$ cat src/verilog/msl_pkg.sv
// Constants, field layouts and types shared by the Manchester supply-line port.
// Assumes a single 25 MHz system clock and an AHB-Lite register slave.
package msl_pkg;

	// ****************************************************************
	// Clock and link timing
	// ****************************************************************
	localparam int MSL_CLK_HZ = 25_000_000;
	localparam int MSL_MIN_BPS = 2200;
	// Slowest legal cell, doubled, bounds the wait for the second sync falling edge
	localparam int MSL_TMO_CYC_DEF = 2 * MSL_CLK_HZ / MSL_MIN_BPS;
	localparam int MSL_PER_W = 15;

	// ****************************************************************
	// Frame layout
	// ****************************************************************
	localparam logic [15:0] MSL_ACCESS_CODE = 16'h62D2;
	localparam logic [2:0] MSL_CRC_SEED = 3'h7;
	localparam logic [4:0] MSL_RD_BITS = 5'h0E;
	localparam logic [4:0] MSL_WR_BITS = 5'h1E;
	localparam int MSL_RESP_BITS = 27;
	localparam int MSL_RESP_CRC_BITS = 22;

	// ****************************************************************
	// Direct serial register byte addresses
	// ****************************************************************
	localparam logic [5:0] MSL_SA_EWA = 6'h03;
	localparam logic [5:0] MSL_SA_EWD = 6'h04;
	localparam logic [5:0] MSL_SA_EWCS = 6'h08;
	localparam logic [5:0] MSL_SA_EWCS1 = 6'h09;
	localparam logic [5:0] MSL_SA_ERA = 6'h0B;
	localparam logic [5:0] MSL_SA_ERCS = 6'h0C;
	localparam logic [5:0] MSL_SA_ERCS1 = 6'h0D;
	localparam logic [5:0] MSL_SA_ERD = 6'h0E;
	localparam logic [5:0] MSL_SA_ANG = 6'h20;
	localparam logic [5:0] MSL_SA_KEY = 6'h3E;
	localparam int MSL_GO_BIT = 7;

	// ****************************************************************
	// Extended space
	// ****************************************************************
	localparam logic [7:0] MSL_SHADOW_OFS = 8'h40;
	localparam logic [31:0] MSL_SHD_MASK_DEF = 32'h03FF_FFFF;
	localparam int MSL_NV_WORDS = 64;

	// ****************************************************************
	// AHB register byte offsets
	// ****************************************************************
	localparam logic [11:0] MSL_REG_CTRL = 12'h000;
	localparam logic [11:0] MSL_REG_STAT = 12'h004;
	localparam logic [11:0] MSL_REG_ANGLE = 12'h008;

	typedef struct packed {
		logic bc;
		logic ae;
		logic ovr;
		logic cs;
	} msl_flags_t;

	typedef struct packed {
		logic [1:0] id;
		msl_flags_t flags;
		logic [15:0] data;
	} msl_resp_t;

	typedef enum logic [2:0] {
		RX_IDLE = 3'b000,
		RX_SYNC0 = 3'b001,
		RX_SYNC1 = 3'b011,
		RX_CELL = 3'b010,
		RX_DONE = 3'b110
	} msl_rx_state_t;

	// One step of the x^3+x+1 serial remainder
	function automatic logic [2:0] msl_crc_step(input logic [2:0] c, input logic b);
		logic fb;
		fb = b ^ c[2];
		return {c[1], c[0] ^ fb, fb};
	endfunction : msl_crc_step

endpackage : msl_pkg
$ cat src/verilog/msl_cmd_port.sv
// Command layer of the Manchester port on the supply line, with an AHB-Lite slave.
// Assumes the supply comparator output arrives asynchronously on sup_line_in.
//
// Notes on behaviour
// RULE1: Controller sends commands only by modulating the supply line.
// RULE2: Code 0x62D2 enters serial mode; replies go out on the angle pin.
// RULE3: Entry code is broadcast; the target field is ignored.
// RULE4: Any other code while in serial mode returns to normal operation.
// RULE5: Exit frame is sync, target, register, code, CRC; always broadcast.
// RULE6: No read is answered outside serial mode.
// RULE7: A read latches the register address for its response.
// RULE8: Read frame: two zero sync bits, read bit one, target, address, CRC.
// RULE9: A response is sent only after a read, from the latest read address.
// RULE10: Response: sync, id, broadcast, abort, overrun, checksum flags, data, CRC.
// RULE11: Even address read gives even byte high, next odd byte low.
// RULE12: Odd address read gives that byte low and zero high.
// RULE13: Even address write stores both bytes, upper byte at the even one.
// RULE14: Odd address write stores the low byte only.
// RULE15: After power-up non-volatile words are copied into shadow words.
// RULE16: Shadow words stay writable by extended writes until reloaded.
// RULE17: Shadow words mirror non-volatile layout at an offset of 0x40.
// RULE18: Unused non-volatile bits do not exist in shadow and read zero.
// RULE19: Shadow words keep no check bits.
// RULE20: Non-volatile and shadow reads need no unlock.
// RULE21: Extended space is reached through direct registers; words up to 32 bits.
// RULE22: Controller should try values in shadow before committing them.
// RULE23: Bits are Manchester coded; one falls mid-cell, zero rises.
// RULE24: Frames end in a 3-bit x^3+x+1 CRC seeded 111, sync excluded.
// RULE25: Accept when the target bit of the strapped id is set, or all zero.
// RULE26: Status flags report broadcast, abort, overrun and checksum of earlier frames.
// RULE27: Bit period is measured on the sync bits and used for later cells.
//
// The AHB-Lite register port and the placing of the registers were chosen for this implementation.
`timescale 1ns/1ps
module msl_cmd_port #(
	parameter int TMO_CYC = msl_pkg::MSL_TMO_CYC_DEF, // Edge wait bound
	parameter logic [31:0] SHD_MASK = msl_pkg::MSL_SHD_MASK_DEF // Implemented bits
)(
	input wire logic clk, // 25 MHz system clock
	input wire logic reset, // Synchronous, active high
	input wire logic hsel, // AHB slave select
	input wire logic [31:0] haddr, // AHB address
	input wire logic [1:0] htrans, // AHB transfer type
	input wire logic hwrite, // AHB write
	input wire logic [2:0] hsize, // AHB size, word only
	input wire logic [31:0] hwdata, // AHB write data
	input wire logic hready, // AHB bus ready
	output logic [31:0] hrdata, // AHB read data
	output logic hreadyout, // AHB slave ready
	output logic hresp, // AHB response, always OKAY
	input wire logic sup_line_in, // Supply line level
	input wire logic die_strap_low, // Die id strap bit 0
	input wire logic die_strap_high, // Die id strap bit 1
	output logic ang_dat, // Angle pin level
	output logic ang_oe // Angle pin output enable
);
	import msl_pkg::*;

	localparam int PW = MSL_PER_W;

	// ****************************************************************
	// Pin synchronisers
	// ****************************************************************
	logic [2:0] pin_s1_q;
	logic [2:0] pin_s2_q;
	logic line_prev_q;
	logic [1:0] die_id;
	logic line;
	logic edge_w;

	// Straps and line come from outside the clock domain
	always_ff @(posedge clk)
	begin
		if (reset)
		begin
			pin_s1_q <= 3'h1;
			pin_s2_q <= 3'h1;
			line_prev_q <= 1'b1;
		end
		else
		begin
			pin_s1_q <= {die_strap_high, die_strap_low, sup_line_in}; // [RULE1]
			pin_s2_q <= pin_s1_q;
			line_prev_q <= pin_s2_q[0];
		end
	end
	assign line = pin_s2_q[0];
	assign die_id = pin_s2_q[2:1];
	assign edge_w = line ^ line_prev_q;

	// ****************************************************************
	// Frame receiver
	// ****************************************************************
	msl_rx_state_t rx_st_q;
	logic [PW-1:0] cnt_q;
	logic [PW-1:0] per_q;
	logic [29:0] sh_q;
	logic [2:0] crc_q;
	logic [4:0] nbit_q;
	logic s1_q;
	logic mid_q;
	logic last_q;
	logic ae_q;
	logic is_rd_q;
	logic man_dis_q;
	logic [PW-1:0] qtr;
	logic [PW-1:0] half;
	logic [PW-1:0] tqtr;
	logic [4:0] len_w;

	assign qtr = per_q >> 2;
	assign half = per_q >> 1;
	assign tqtr = half + qtr;
	assign len_w = ((nbit_q == 5'h00) ? s1_q : is_rd_q) ? MSL_RD_BITS : MSL_WR_BITS;

	// Cells are timed from the measured sync period, resynced on each mid edge
	always_ff @(posedge clk)
	begin
		if (reset || man_dis_q)
		begin
			rx_st_q <= RX_IDLE;
			cnt_q <= '0;
			per_q <= '0;
			sh_q <= '0;
			crc_q <= MSL_CRC_SEED;
			nbit_q <= '0;
			s1_q <= 1'b0;
			mid_q <= 1'b0;
			last_q <= 1'b0;
			ae_q <= 1'b0;
			is_rd_q <= 1'b0;
		end
		else
		begin
			case (rx_st_q)
				RX_IDLE:
				begin
					cnt_q <= '0;
					crc_q <= MSL_CRC_SEED; // Sync bits stay out of the CRC [RULE24]
					nbit_q <= '0;
					last_q <= 1'b0;
					ae_q <= 1'b0;
					if (edge_w && !line)
						rx_st_q <= RX_SYNC0;
				end
				RX_SYNC0:
				begin
					if (edge_w && !line)
					begin
						per_q <= cnt_q + 1'b1; // One whole sync cell [RULE27]
						cnt_q <= '0;
						rx_st_q <= RX_SYNC1;
					end
					else if (cnt_q == PW'(TMO_CYC))
						rx_st_q <= RX_IDLE;
					else
						cnt_q <= cnt_q + 1'b1;
				end
				RX_SYNC1:
				begin
					if (edge_w && line && cnt_q > qtr)
					begin
						cnt_q <= half;
						mid_q <= 1'b1;
						rx_st_q <= RX_CELL;
					end
					else if (cnt_q == tqtr)
					begin
						ae_q <= 1'b1; // [RULE26]
						rx_st_q <= RX_DONE;
					end
					else
						cnt_q <= cnt_q + 1'b1;
				end
				RX_CELL:
				begin
					if (cnt_q + 1'b1 >= per_q)
					begin
						cnt_q <= '0;
						mid_q <= 1'b0;
						if (last_q)
							rx_st_q <= RX_DONE; // Hold the end to the cell boundary
					end
					else
					begin
						cnt_q <= cnt_q + 1'b1;
						if (cnt_q == qtr)
							s1_q <= line;
						if (edge_w && !mid_q && cnt_q > qtr)
						begin
							// First-half level gives the bit [RULE23]
							sh_q <= {sh_q[28:0], s1_q};
							crc_q <= msl_crc_step(crc_q, s1_q); // [RULE24]
							nbit_q <= nbit_q + 1'b1;
							mid_q <= 1'b1;
							cnt_q <= half;
							last_q <= (nbit_q + 1'b1 == len_w);
							if (nbit_q == 5'h00)
								is_rd_q <= s1_q; // [RULE8]
						end
						else if (!mid_q && cnt_q == tqtr)
						begin
							ae_q <= 1'b1; // Missing mid-cell edge [RULE26]
							rx_st_q <= RX_DONE;
						end
					end
				end
				RX_DONE:
					rx_st_q <= RX_IDLE;
				default:
					rx_st_q <= RX_IDLE;
			endcase
		end
	end

	// ****************************************************************
	// Frame decode
	// ****************************************************************
	logic frame_done;
	logic crc_bad;
	logic f_ok;
	logic [3:0] f_tid;
	logic [5:0] f_addr;
	logic [15:0] f_data;
	logic sel_w;
	logic key_w;
	logic rd_go_w;
	logic wr_go_w;
	logic serial_mode_q;
	logic tx_busy;

	assign frame_done = (rx_st_q == RX_DONE);
	assign crc_bad = (crc_q != 3'h0); // Remainder over data and token [RULE24]
	assign f_ok = frame_done && !ae_q && !crc_bad;
	assign f_tid = is_rd_q ? sh_q[12:9] : sh_q[28:25]; // [RULE8]
	assign f_addr = is_rd_q ? sh_q[8:3] : sh_q[24:19];
	assign f_data = sh_q[18:3];
	assign sel_w = (f_tid == 4'h0) || f_tid[die_id]; // [RULE25]
	assign key_w = f_ok && !is_rd_q && (f_addr == MSL_SA_KEY); // No id check [RULE3] [RULE5]
	assign rd_go_w = f_ok && is_rd_q && sel_w && serial_mode_q; // [RULE6]
	assign wr_go_w = f_ok && !is_rd_q && !(f_addr == MSL_SA_KEY) && sel_w && serial_mode_q;

	// Serial mode entry and exit
	always_ff @(posedge clk)
	begin
		if (reset)
			serial_mode_q <= 1'b0;
		else if (key_w && f_data == MSL_ACCESS_CODE)
			serial_mode_q <= 1'b1; // [RULE2] [RULE3]
		else if (key_w)
			serial_mode_q <= 1'b0; // [RULE4]
	end

	// ****************************************************************
	// Status flags and response launch
	// ****************************************************************
	msl_flags_t pend_q;
	msl_flags_t stat_q;
	msl_flags_t nf_w;
	logic [5:0] rd_addr_q;
	logic tx_start_q;

	assign nf_w = '{bc: (f_tid == 4'h0) && !ae_q, ae: ae_q, ovr: tx_busy, cs: crc_bad && !ae_q};

	// A read hands out earlier flags and restarts collection with its own [RULE26]
	always_ff @(posedge clk)
	begin
		if (reset)
		begin
			pend_q <= '0;
			stat_q <= '0;
			rd_addr_q <= '0;
			tx_start_q <= 1'b0;
		end
		else
		begin
			tx_start_q <= rd_go_w; // [RULE9]
			if (frame_done)
				pend_q <= rd_go_w ? nf_w : (pend_q | nf_w);
			if (rd_go_w)
			begin
				stat_q <= pend_q;
				rd_addr_q <= f_addr; // [RULE7]
			end
		end
	end

	// ****************************************************************
	// Direct serial registers
	// ****************************************************************
	logic [7:0] ewa_q;
	logic [7:0] era_q;
	logic [31:0] ewd_q;
	logic [31:0] erd_q;
	logic rdn_q;
	logic wdn_q;
	logic [11:0] angle_q;
	logic [8:0] wb_ewcs;
	logic [8:0] wb_ercs;
	logic [8:0] wb_ewa;
	logic [8:0] wb_era;
	logic ext_wr_w;
	logic ext_rd_w;

	// Byte lanes hit by a write: even takes both, odd the low byte only
	function automatic logic [8:0] wsel(input logic [5:0] t);
		logic [8:0] r;
		r = '0;
		if (wr_go_w && !f_addr[0] && t == f_addr)
			r = {1'b1, f_data[15:8]}; // [RULE13]
		else if (wr_go_w && t == (f_addr | 6'h01))
			r = {1'b1, f_data[7:0]}; // [RULE14]
		return r;
	endfunction : wsel

	// Byte view of the direct registers
	function automatic logic [7:0] rbyte(input logic [5:0] a);
		logic [7:0] r;
		r = 8'h00;
		case (a)
			MSL_SA_EWA: r = ewa_q;
			MSL_SA_EWCS1: r = {7'h00, wdn_q};
			MSL_SA_ERA: r = era_q;
			MSL_SA_ERCS1: r = {7'h00, rdn_q};
			MSL_SA_ANG: r = {4'h0, angle_q[11:8]};
			MSL_SA_ANG + 6'h01: r = angle_q[7:0];
			default:
			begin
				if (a >= MSL_SA_EWD && a < MSL_SA_EWCS)
					r = ewd_q[8'(31 - 8 * int'(a - MSL_SA_EWD)) -: 8];
				else if (a >= MSL_SA_ERD && a < MSL_SA_ERD + 6'h04)
					r = erd_q[8'(31 - 8 * int'(a - MSL_SA_ERD)) -: 8];
			end
		endcase
		return r;
	endfunction : rbyte

	// A process, not assigns: the function reads the decoded frame directly
	always_comb
	begin
		wb_ewcs = wsel(MSL_SA_EWCS);
		wb_ercs = wsel(MSL_SA_ERCS);
		wb_ewa = wsel(MSL_SA_EWA);
		wb_era = wsel(MSL_SA_ERA);
	end
	assign ext_wr_w = wb_ewcs[8] && wb_ewcs[MSL_GO_BIT]; // [RULE21]
	assign ext_rd_w = wb_ercs[8] && wb_ercs[MSL_GO_BIT]; // [RULE21]

	// Write data register, one byte lane per entry
	for (genvar i = 0; i < 4; i++)
	begin : g_ewd
		logic [8:0] wb;
		// Lane strobe, re-evaluated on every frame change
		always_comb
			wb = wsel(MSL_SA_EWD + 6'(i));
		always_ff @(posedge clk)
		begin
			if (reset)
				ewd_q[31-8*i -: 8] <= 8'h00;
			else if (wb[8])
				ewd_q[31-8*i -: 8] <= wb[7:0]; // [RULE13] [RULE14]
		end
	end

	// Address registers and write done bit; a new write address clears it
	always_ff @(posedge clk)
	begin
		if (reset)
		begin
			ewa_q <= 8'h00;
			era_q <= 8'h00;
			wdn_q <= 1'b0;
		end
		else
		begin
			if (wb_ewa[8])
				ewa_q <= wb_ewa[7:0];
			if (wb_era[8])
				era_q <= wb_era[7:0];
			if (ext_wr_w)
				wdn_q <= 1'b1;
			else if (wb_ewa[8])
				wdn_q <= 1'b0;
		end
	end

	// ****************************************************************
	// Extended space: non-volatile words and shadow copies
	// ****************************************************************
	logic [31:0] nv_mem [MSL_NV_WORDS];
	logic [31:0] shadow_q [MSL_NV_WORDS];
	logic [5:0] ld_idx_q;
	logic ld_busy_q;
	logic [31:0] ext_word;

	// Non-volatile words keep no reset; only data bits are modelled
	always_ff @(posedge clk)
	begin
		if (ext_wr_w && ewa_q < MSL_SHADOW_OFS)
			nv_mem[ewa_q[5:0]] <= ewd_q & SHD_MASK;
	end

	// Power-up copy, then extended writes override until the next reload
	always_ff @(posedge clk)
	begin
		if (reset)
		begin
			ld_idx_q <= '0;
			ld_busy_q <= 1'b1;
		end
		else if (ld_busy_q)
		begin
			shadow_q[ld_idx_q] <= nv_mem[ld_idx_q] & SHD_MASK; // [RULE15] [RULE19]
			ld_idx_q <= ld_idx_q + 1'b1;
			if (ld_idx_q == 6'(MSL_NV_WORDS - 1))
				ld_busy_q <= 1'b0;
		end
		else if (ext_wr_w && ewa_q >= MSL_SHADOW_OFS && ewa_q < 2 * MSL_SHADOW_OFS)
			shadow_q[6'(ewa_q - MSL_SHADOW_OFS)] <= ewd_q & SHD_MASK; // [RULE16] [RULE17]
	end

	// Reads need no unlock; unused bits were never stored [RULE18] [RULE20]
	always_comb
	begin
		ext_word = 32'h0000_0000;
		if (era_q < MSL_SHADOW_OFS)
			ext_word = nv_mem[era_q[5:0]];
		else if (era_q < 2 * MSL_SHADOW_OFS)
			ext_word = shadow_q[6'(era_q - MSL_SHADOW_OFS)]; // [RULE17]
	end

	// Read data and done bit
	always_ff @(posedge clk)
	begin
		if (reset)
		begin
			erd_q <= 32'h0000_0000;
			rdn_q <= 1'b0;
		end
		else if (ext_rd_w)
		begin
			erd_q <= ext_word; // [RULE21]
			rdn_q <= 1'b1;
		end
		else if (wb_era[8])
			rdn_q <= 1'b0;
	end

	// ****************************************************************
	// Response frame and transmitter
	// ****************************************************************
	msl_resp_t resp_w;
	logic [2:0] rcrc_w;
	logic [MSL_RESP_BITS-1:0] tx_frame;

	always_comb
	begin
		resp_w.id = stat_q.bc ? 2'b00 : die_id; // [RULE10]
		resp_w.flags = stat_q;
		if (rd_addr_q[0])
			resp_w.data = {8'h00, rbyte(rd_addr_q)}; // [RULE12]
		else
			resp_w.data = {rbyte(rd_addr_q), rbyte(rd_addr_q | 6'h01)}; // [RULE11]
		rcrc_w = MSL_CRC_SEED;
		for (int i = MSL_RESP_CRC_BITS - 1; i >= 0; i--)
			rcrc_w = msl_crc_step(rcrc_w, resp_w[i]); // [RULE24]
	end
	assign tx_frame = {2'b00, resp_w, rcrc_w}; // [RULE10]

	msl_man_tx #(.NBITS(MSL_RESP_BITS), .PW(PW)) u_tx (
		.clk(clk),
		.reset(reset),
		.start(tx_start_q),
		.frame(tx_frame),
		.half_cyc(half),
		.line_q(ang_dat),
		.drive_q(ang_oe),
		.busy_q(tx_busy)
	);

	// ****************************************************************
	// AHB-Lite slave, zero wait states
	// ****************************************************************
	logic ahb_req;
	logic wr_pend_q;
	logic [11:0] wr_addr_q;

	assign ahb_req = hsel && htrans[1] && hready;

	// Read data is fetched in the address phase so the data phase never waits
	always_ff @(posedge clk)
	begin
		if (reset)
		begin
			hrdata <= 32'h0000_0000;
			hreadyout <= 1'b1;
			hresp <= 1'b0;
			wr_pend_q <= 1'b0;
			wr_addr_q <= 12'h000;
		end
		else
		begin
			hreadyout <= 1'b1;
			hresp <= 1'b0;
			wr_pend_q <= ahb_req && hwrite;
			wr_addr_q <= haddr[11:0];
			if (ahb_req && !hwrite)
			begin
				case (haddr[11:0])
					MSL_REG_CTRL: hrdata <= {31'h0, man_dis_q};
					MSL_REG_STAT: hrdata <= {14'h0, die_id, 2'h0, rd_addr_q, 1'b0, pend_q,
						tx_busy, ld_busy_q, serial_mode_q};
					MSL_REG_ANGLE: hrdata <= {20'h0, angle_q};
					default: hrdata <= 32'h0000_0000;
				endcase
			end
		end
	end

	// Software-written controls
	always_ff @(posedge clk)
	begin
		if (reset)
		begin
			man_dis_q <= 1'b0;
			angle_q <= 12'h000;
		end
		else if (wr_pend_q && wr_addr_q == MSL_REG_CTRL)
			man_dis_q <= hwdata[0];
		else if (wr_pend_q && wr_addr_q == MSL_REG_ANGLE)
			angle_q <= hwdata[11:0];
	end
endmodule : msl_cmd_port

$ cat src/verilog/msl_man_tx.sv
// Manchester frame transmitter for the angle output pin.
// Assumes the half-cell length is steady for the whole frame.
`timescale 1ns/1ps
module msl_man_tx #(
	parameter int NBITS = 27,
	parameter int PW = 15
)(
	input wire logic clk, // System clock
	input wire logic reset, // Synchronous, active high
	input wire logic start, // One-cycle launch pulse
	input wire logic [NBITS-1:0] frame, // Bits, first sent in the MSB
	input wire logic [PW-1:0] half_cyc, // Half cell in clocks
	output logic line_q, // Line level
	output logic drive_q, // Output enable
	output logic busy_q // Frame in flight
);
	logic [NBITS-1:0] sh_q;
	logic [PW-1:0] cnt_q;
	logic [5:0] left_q;
	logic second_q;

	// ****************************************************************
	// Cell sequencer
	// ****************************************************************
	// One is high then low, zero is low then high [RULE23]
	always_ff @(posedge clk)
	begin
		if (reset)
		begin
			sh_q <= '0;
			cnt_q <= '0;
			left_q <= '0;
			second_q <= 1'b0;
			line_q <= 1'b1;
			drive_q <= 1'b0;
			busy_q <= 1'b0;
		end
		else if (start && !busy_q)
		begin
			sh_q <= frame;
			cnt_q <= '0;
			left_q <= 6'(NBITS);
			second_q <= 1'b0;
			line_q <= frame[NBITS-1];
			drive_q <= 1'b1;
			busy_q <= 1'b1;
		end
		else if (busy_q)
		begin
			if (cnt_q + 1'b1 >= half_cyc)
			begin
				cnt_q <= '0;
				if (!second_q)
				begin
					second_q <= 1'b1;
					line_q <= ~line_q; // Mid-cell edge
				end
				else if (left_q == 6'h01)
				begin
					busy_q <= 1'b0; // Release after last cell
					drive_q <= 1'b0;
					line_q <= 1'b1;
				end
				else
				begin
					second_q <= 1'b0;
					sh_q <= {sh_q[NBITS-2:0], 1'b0};
					line_q <= sh_q[NBITS-2];
					left_q <= left_q - 1'b1;
				end
			end
			else
				cnt_q <= cnt_q + 1'b1;
		end
	end
endmodule : msl_man_tx

$ cat config.mk
export PLATFORM = sky130hd
export DESIGN_NAME = msl_cmd_port
export DESIGN_NICKNAME = d
export VERILOG_FILES = /design/src/verilog/msl_pkg.sv /design/src/verilog/msl_cmd_port.sv /design/src/verilog/msl_man_tx.sv
export SDC_FILE = /design/constraint.sdc
export NUM_CORES = 2
export LEC_CHECK = 0
export BUFFER_PORTS_ARGS = -buffer_cell sky130_fd_sc_hd__buf_2
export CORE_MARGIN = 2
export CORE_UTILIZATION = 46
export DETAILED_ROUTE_END_ITERATION = 8
export SETUP_SLACK_MARGIN = 0.5
export SLEW_MARGIN = 10
export SYNTH_ARGS = -nofsm -noshare
export SYNTH_HDL_FRONTEND = slang
export SYNTH_HIERARCHICAL = 1
export SYNTH_SLANG_ARGS = --single-unit
$ cat constraint.sdc
create_clock -name clk -period 15.8 [get_ports clk]
set_input_delay 0.79 -clock clk [delete_from_list [all_inputs] [get_ports clk]]
set_output_delay 0.79 -clock clk [all_outputs]
set_load 0.03 [all_outputs]
==> impl_summary.txt <==
----------------------------------------------------
[Timing]
  Normalized max-slew margin ... 0.0679
  Slew at the pin with the worst max-slew slack ... approximately 1400 ps
  Setup Viol. Count Final ... 0
  Final Hold Vio Count ... 0
  Clock period minus worst slack ... 5980 ps
  Unrepaired setup endpoints after global routing ... false
  Period utilization ... 0.378
  Total negative slack ... 0 ps
  Worst Clk Skew ... roughly 110 ps
  Max-slew violation count ... 0
  Max Fclk ... about 170 MHz
  Worst slack on hold paths ... 62.8 ps

[Worst setup path]
  Launch point of the worst path ... is_rd_q$_SDFFE_PP0P_
  Worst setup EP type ... register
  Slowest cell delay on critical path ... approximately 800 ps
  Start-to-end type of the worst setup path ... register to register
  Kind of launch point of the worst setup path ... register
  Endpoint of the worst-slack reg-to-reg timing path ... nv_mem[32][12]$_DFFE_PP_
  Worst endpoint data arrival time ... about 6600 ps
  R2R setup slack ... roughly 10000 ps
  Critical path cell sequence ... mux4_2 > mux2i_1 > a211oi_1 > nand3b_1 > or2_2 > nor4_1 > nand2_1 > nor2_4 > buf_4
  Critical path required time ... roughly 16000 ps
  R2r worst-path depth ... 9
  Origin of the critical flop-to-flop path ... is_rd_q$_SDFFE_PP0P_
  Largest fanout on the critical path ... 15
  Max stage delay cell, worst path ... sky130_fd_sc_hd__dfxtp_1

[Synthesis]
  Post-synth EDFFs ... about 3300
  Unique masters post-synth ... between 90 and 100
  Number of warning messages in the yosys log ... 6
  Leading register cell type out of synthesis ... sky130_fd_sc_hd__edfxtp_1
  Total of flip-flops plus latches after synthesis ... between 3000 and 4000
  Cell with the most instances after synthesis ... sky130_fd_sc_hd__edfxtp_1
  Mean instance size in the synthesized netlist ... ~20 um^2
  Post-synthesis instance area ... approximately 160000 um^2
  Top cells by area in the synthesized netlist ... sky130_fd_sc_hd__edfxtp_1 64%, sky130_fd_sc_hd__mux4_2 23%, sky130_fd_sc_hd__dfxtp_1 3.7%
  Sequential-to-total area share from yosys stat ... 0.677
  Fraction of synthesis flops using an asynchronous set or reset pin ... 0
  Share of the synthesized area in the top cell type ... 0.640
  Cell count after synthesis ... 7698
  Synth cell count leaders ... 3328 x sky130_fd_sc_hd__edfxtp_1, 1589 x sky130_fd_sc_hd__mux4_2, 382 x sky130_fd_sc_hd__nor2_1
  Cell taking the most area after synthesis ... sky130_fd_sc_hd__edfxtp_1

[Die]
  Die Span Y ... between 500 and 600 um
  Initial core utilization ... 0.463
  IO Pins ... 113
  Chip Width ... 586 um
  Number of placement rows ... approximately 210
  Overall die area ... about 340000 um^2
  Core Footprint ... roughly 340000 um^2

[Drt]
  Via count ... 82957
  Detailed Route Iter0 Violations ... 11217
  ANT nets after route ... 0
  Avg WL per Cell ... about 36 um
  Count of TritonRoute iterations in the first routing pass ... 8
  Drt drc ... 0
  Via-to-Cell Ratio ... ~6.5
  Total length of routed wires ... ~450 mm

[Power and ir drop]
  Proportion of power drawn by flip-flops and latches ... 0.518
  Combinational power share ... 0.039
  Internal cell power ... between 15000 and 20000 uW
  Power share of the clock group ... 0.443
  VDD IR max ... a little over 0.1 mV
  Sum of internal, switching and leakage power ... just over 20000 uW
  Switching power share of the total ... 0.215
  PD cells ... between 100 and 150 nW/um^2
  Leakage power total ... 0.0532 uW
  Net switching component of the power ... between 4000 and 5000 uW

[Hold path]
  Hold-critical path depth ... 3
  Worst min-delay path category ... input port to register
  HP Start ... hwdata[7]
  End point of the worst hold path ... angle_q[7]$_SDFFE_PP0P_

[GRT]
  Vias in the first global route ... ~82000
  Total overflow reported by the global router ... 0
  Overall Global Routing Usage ... 0.263
  Wire length of the first global-routing pass ... between 600 and 700 mm
  Initial antenna violation count ... 27
  Largest net degree at the start of global routing ... between 100 and 150

[Clock network]
  Total number of H-tree levels ... 5
  TritonCTS clock tree ... built
  Hold buffer count at cts ... 9
  Post-cts resize count ... 0
  Clock root buffer ... sky130_fd_sc_hd__clkbuf_16
  Clock tree buffer depth ... 4
  Post-CTS clock slew at the launch and capture registers of the worst setup and hold paths ... ~60 ps
  Number of clock buffers inserted by TritonCTS ... 384
  Clock network latency to the later pin of the worst-skew pair ... a little under 1000 ps
  Post-CTS repair timing setup buffer count ... 0
  Num Clock Sinks ... roughly 3600

[Run status]
  Result of the run ... completed

[Place]
  Detail Placement HPWL ... 249 mm
  Final weighted congestion of routability-driven global placement ... 0.928
  Count of buffers from port buffering ... 50

[Job]
  Max-cap violations ... 0

[Cells and area]
  Area growth from synthesis to final layout ... 12.6%
  Proportion of layout cells with a drive suffix above 1 ... 0.333
  Count of fill cells added during filler insertion ... 26161
  Final layout net count ... ~8000
  Final core utilization ... 0.521

----------------------------------------------------
[layout make-up]
class | instances | area, um^2 | share of cell area
Sequential cell | 3614 | 106000 | 0.602
Multi-Input combinational cell | 3498 | 49100 | 0.279
Clock buffer | 479 | 10100 | 0.0576
Tap cell | 4515 | 5650 | 0.0322
Timing Repair Buffer | 320 | 2510 | 0.0143
Clock inverter | 220 | 2330 | 0.0132
Inverter | 61 | 229 | 0.00130
Antenna cell | 19 | 47.5 | 0.000271
[through the flow]
step | setup WS, ps | instances | instance area, um^2
floorplan | 10320 | 7717 | 156000
global placement | 9830 | 11999 | 163000
detailed placement | 9850 | 11999 | 163000
CTS | 9880 | 12707 | 176000
global route | 9500 | 12713 | 176000
finish | 9820 | 12726 | 176000
[cells by family (layout without fill, tap and decap cells)]
| family | count (synthesis) | in the layout | synth area share |
|---|---|---|---|
| other cells | 2 | 40 | 0.0000481 |
| simple gates | 1003 | 1003 | 0.0295 |
| buf+inv | 605 | 1080 | 0.0163 |
| mux | 1784 | 1784 | 0.242 |
| xor+xnor | 99 | 99 | 0.00629 |
| fa+ha+maj | 79 | 79 | 0.00638 |
| flops | 3614 | 3614 | 0.677 |
| compound gates | 512 | 512 | 0.0221 |
[power groups by stage]
stage,clock network (uW),logic [uW],registers [uW]
3_5_place_dp,0,782,10700
4_1_cts,9110,784,10500
2_1_floorplan,0,469,10700
6_report,8990,786,10500
5_1_grt,9460,826,10500
3_3_place_gp,0,765,10700
[how the worst max path moves through the flow]
stage | cells after the start | slack, ps | end
after floorplan | 7 | 10320 | shadow_q[0][10]$_DFFE_PP_
after global placement | 10 | 9830 | erd_q[1]$_SDFFE_PP0P_
after detailed placement | 10 | 9850 | erd_q[1]$_SDFFE_PP0P_
after CTS | 9 | 9880 | erd_q[20]$_SDFFE_PP0P_
after global routing | 10 | 9500 | erd_q[1]$_SDFFE_PP0P_
final | 9 | 9820 | nv_mem[32][12]$_DFFE_PP_
[cell usage in the layout, fill, tap and decap left out, types with 78 or more instances in the layout]
cell and instances:
sky130_fd_sc_hd__nor2_1 260, sky130_fd_sc_hd__mux4_2 1589, sky130_fd_sc_hd__clkbuf_16 388, sky130_fd_sc_hd__a21oi_1 135, sky130_fd_sc_hd__nand2_1 253, sky130_fd_sc_hd__buf_4 245
sky130_fd_sc_hd__mux2i_1 160, sky130_fd_sc_hd__dfxtp_1 246, sky130_fd_sc_hd__edfxtp_1 3328, sky130_fd_sc_hd__nor2_4 118, sky130_fd_sc_hd__ha_1 78, sky130_fd_sc_hd__clkbuf_1 83
[state kept, by name, summed over array words and instances, names as in the netlist, 8 cells and up, named ones only]
| signal | flops |
|---|---|
| per_q | 15 |
| u_tx/cnt_q | 15 |
| erd_q | 26 |
| shadow_q | 1664 |
| nv_mem | 1664 |
| ewa_q | 8 |
| u_tx/sh_q | 26 |
| sh_q | 29 |
| wr_addr_q | 12 |
| angle_q | 12 |
| era_q | 8 |
| hrdata | 16 |
| ewd_q | 32 |
| cnt_q | 15 |
[routing by layer]
metal	vias to the layer above	part of all wire	track usage
met3	694	0.096	0.0516
met2	4034	0.46	0.401
li1	32981	-	-
met5	-	0.000029	0
met1	45246	0.41	0.381
met4	2	0.035	0.0876
[critical path, delay by kind of cell (launching register included)]
family	cells	cell delay, ps
and+or+nand+nor	5	3120
muxes	2	450
DFF	1	800
buffers and inverters	1	520
AOI/OAI and AO/OA	1	650
Power figures use the tool's default switching activity.
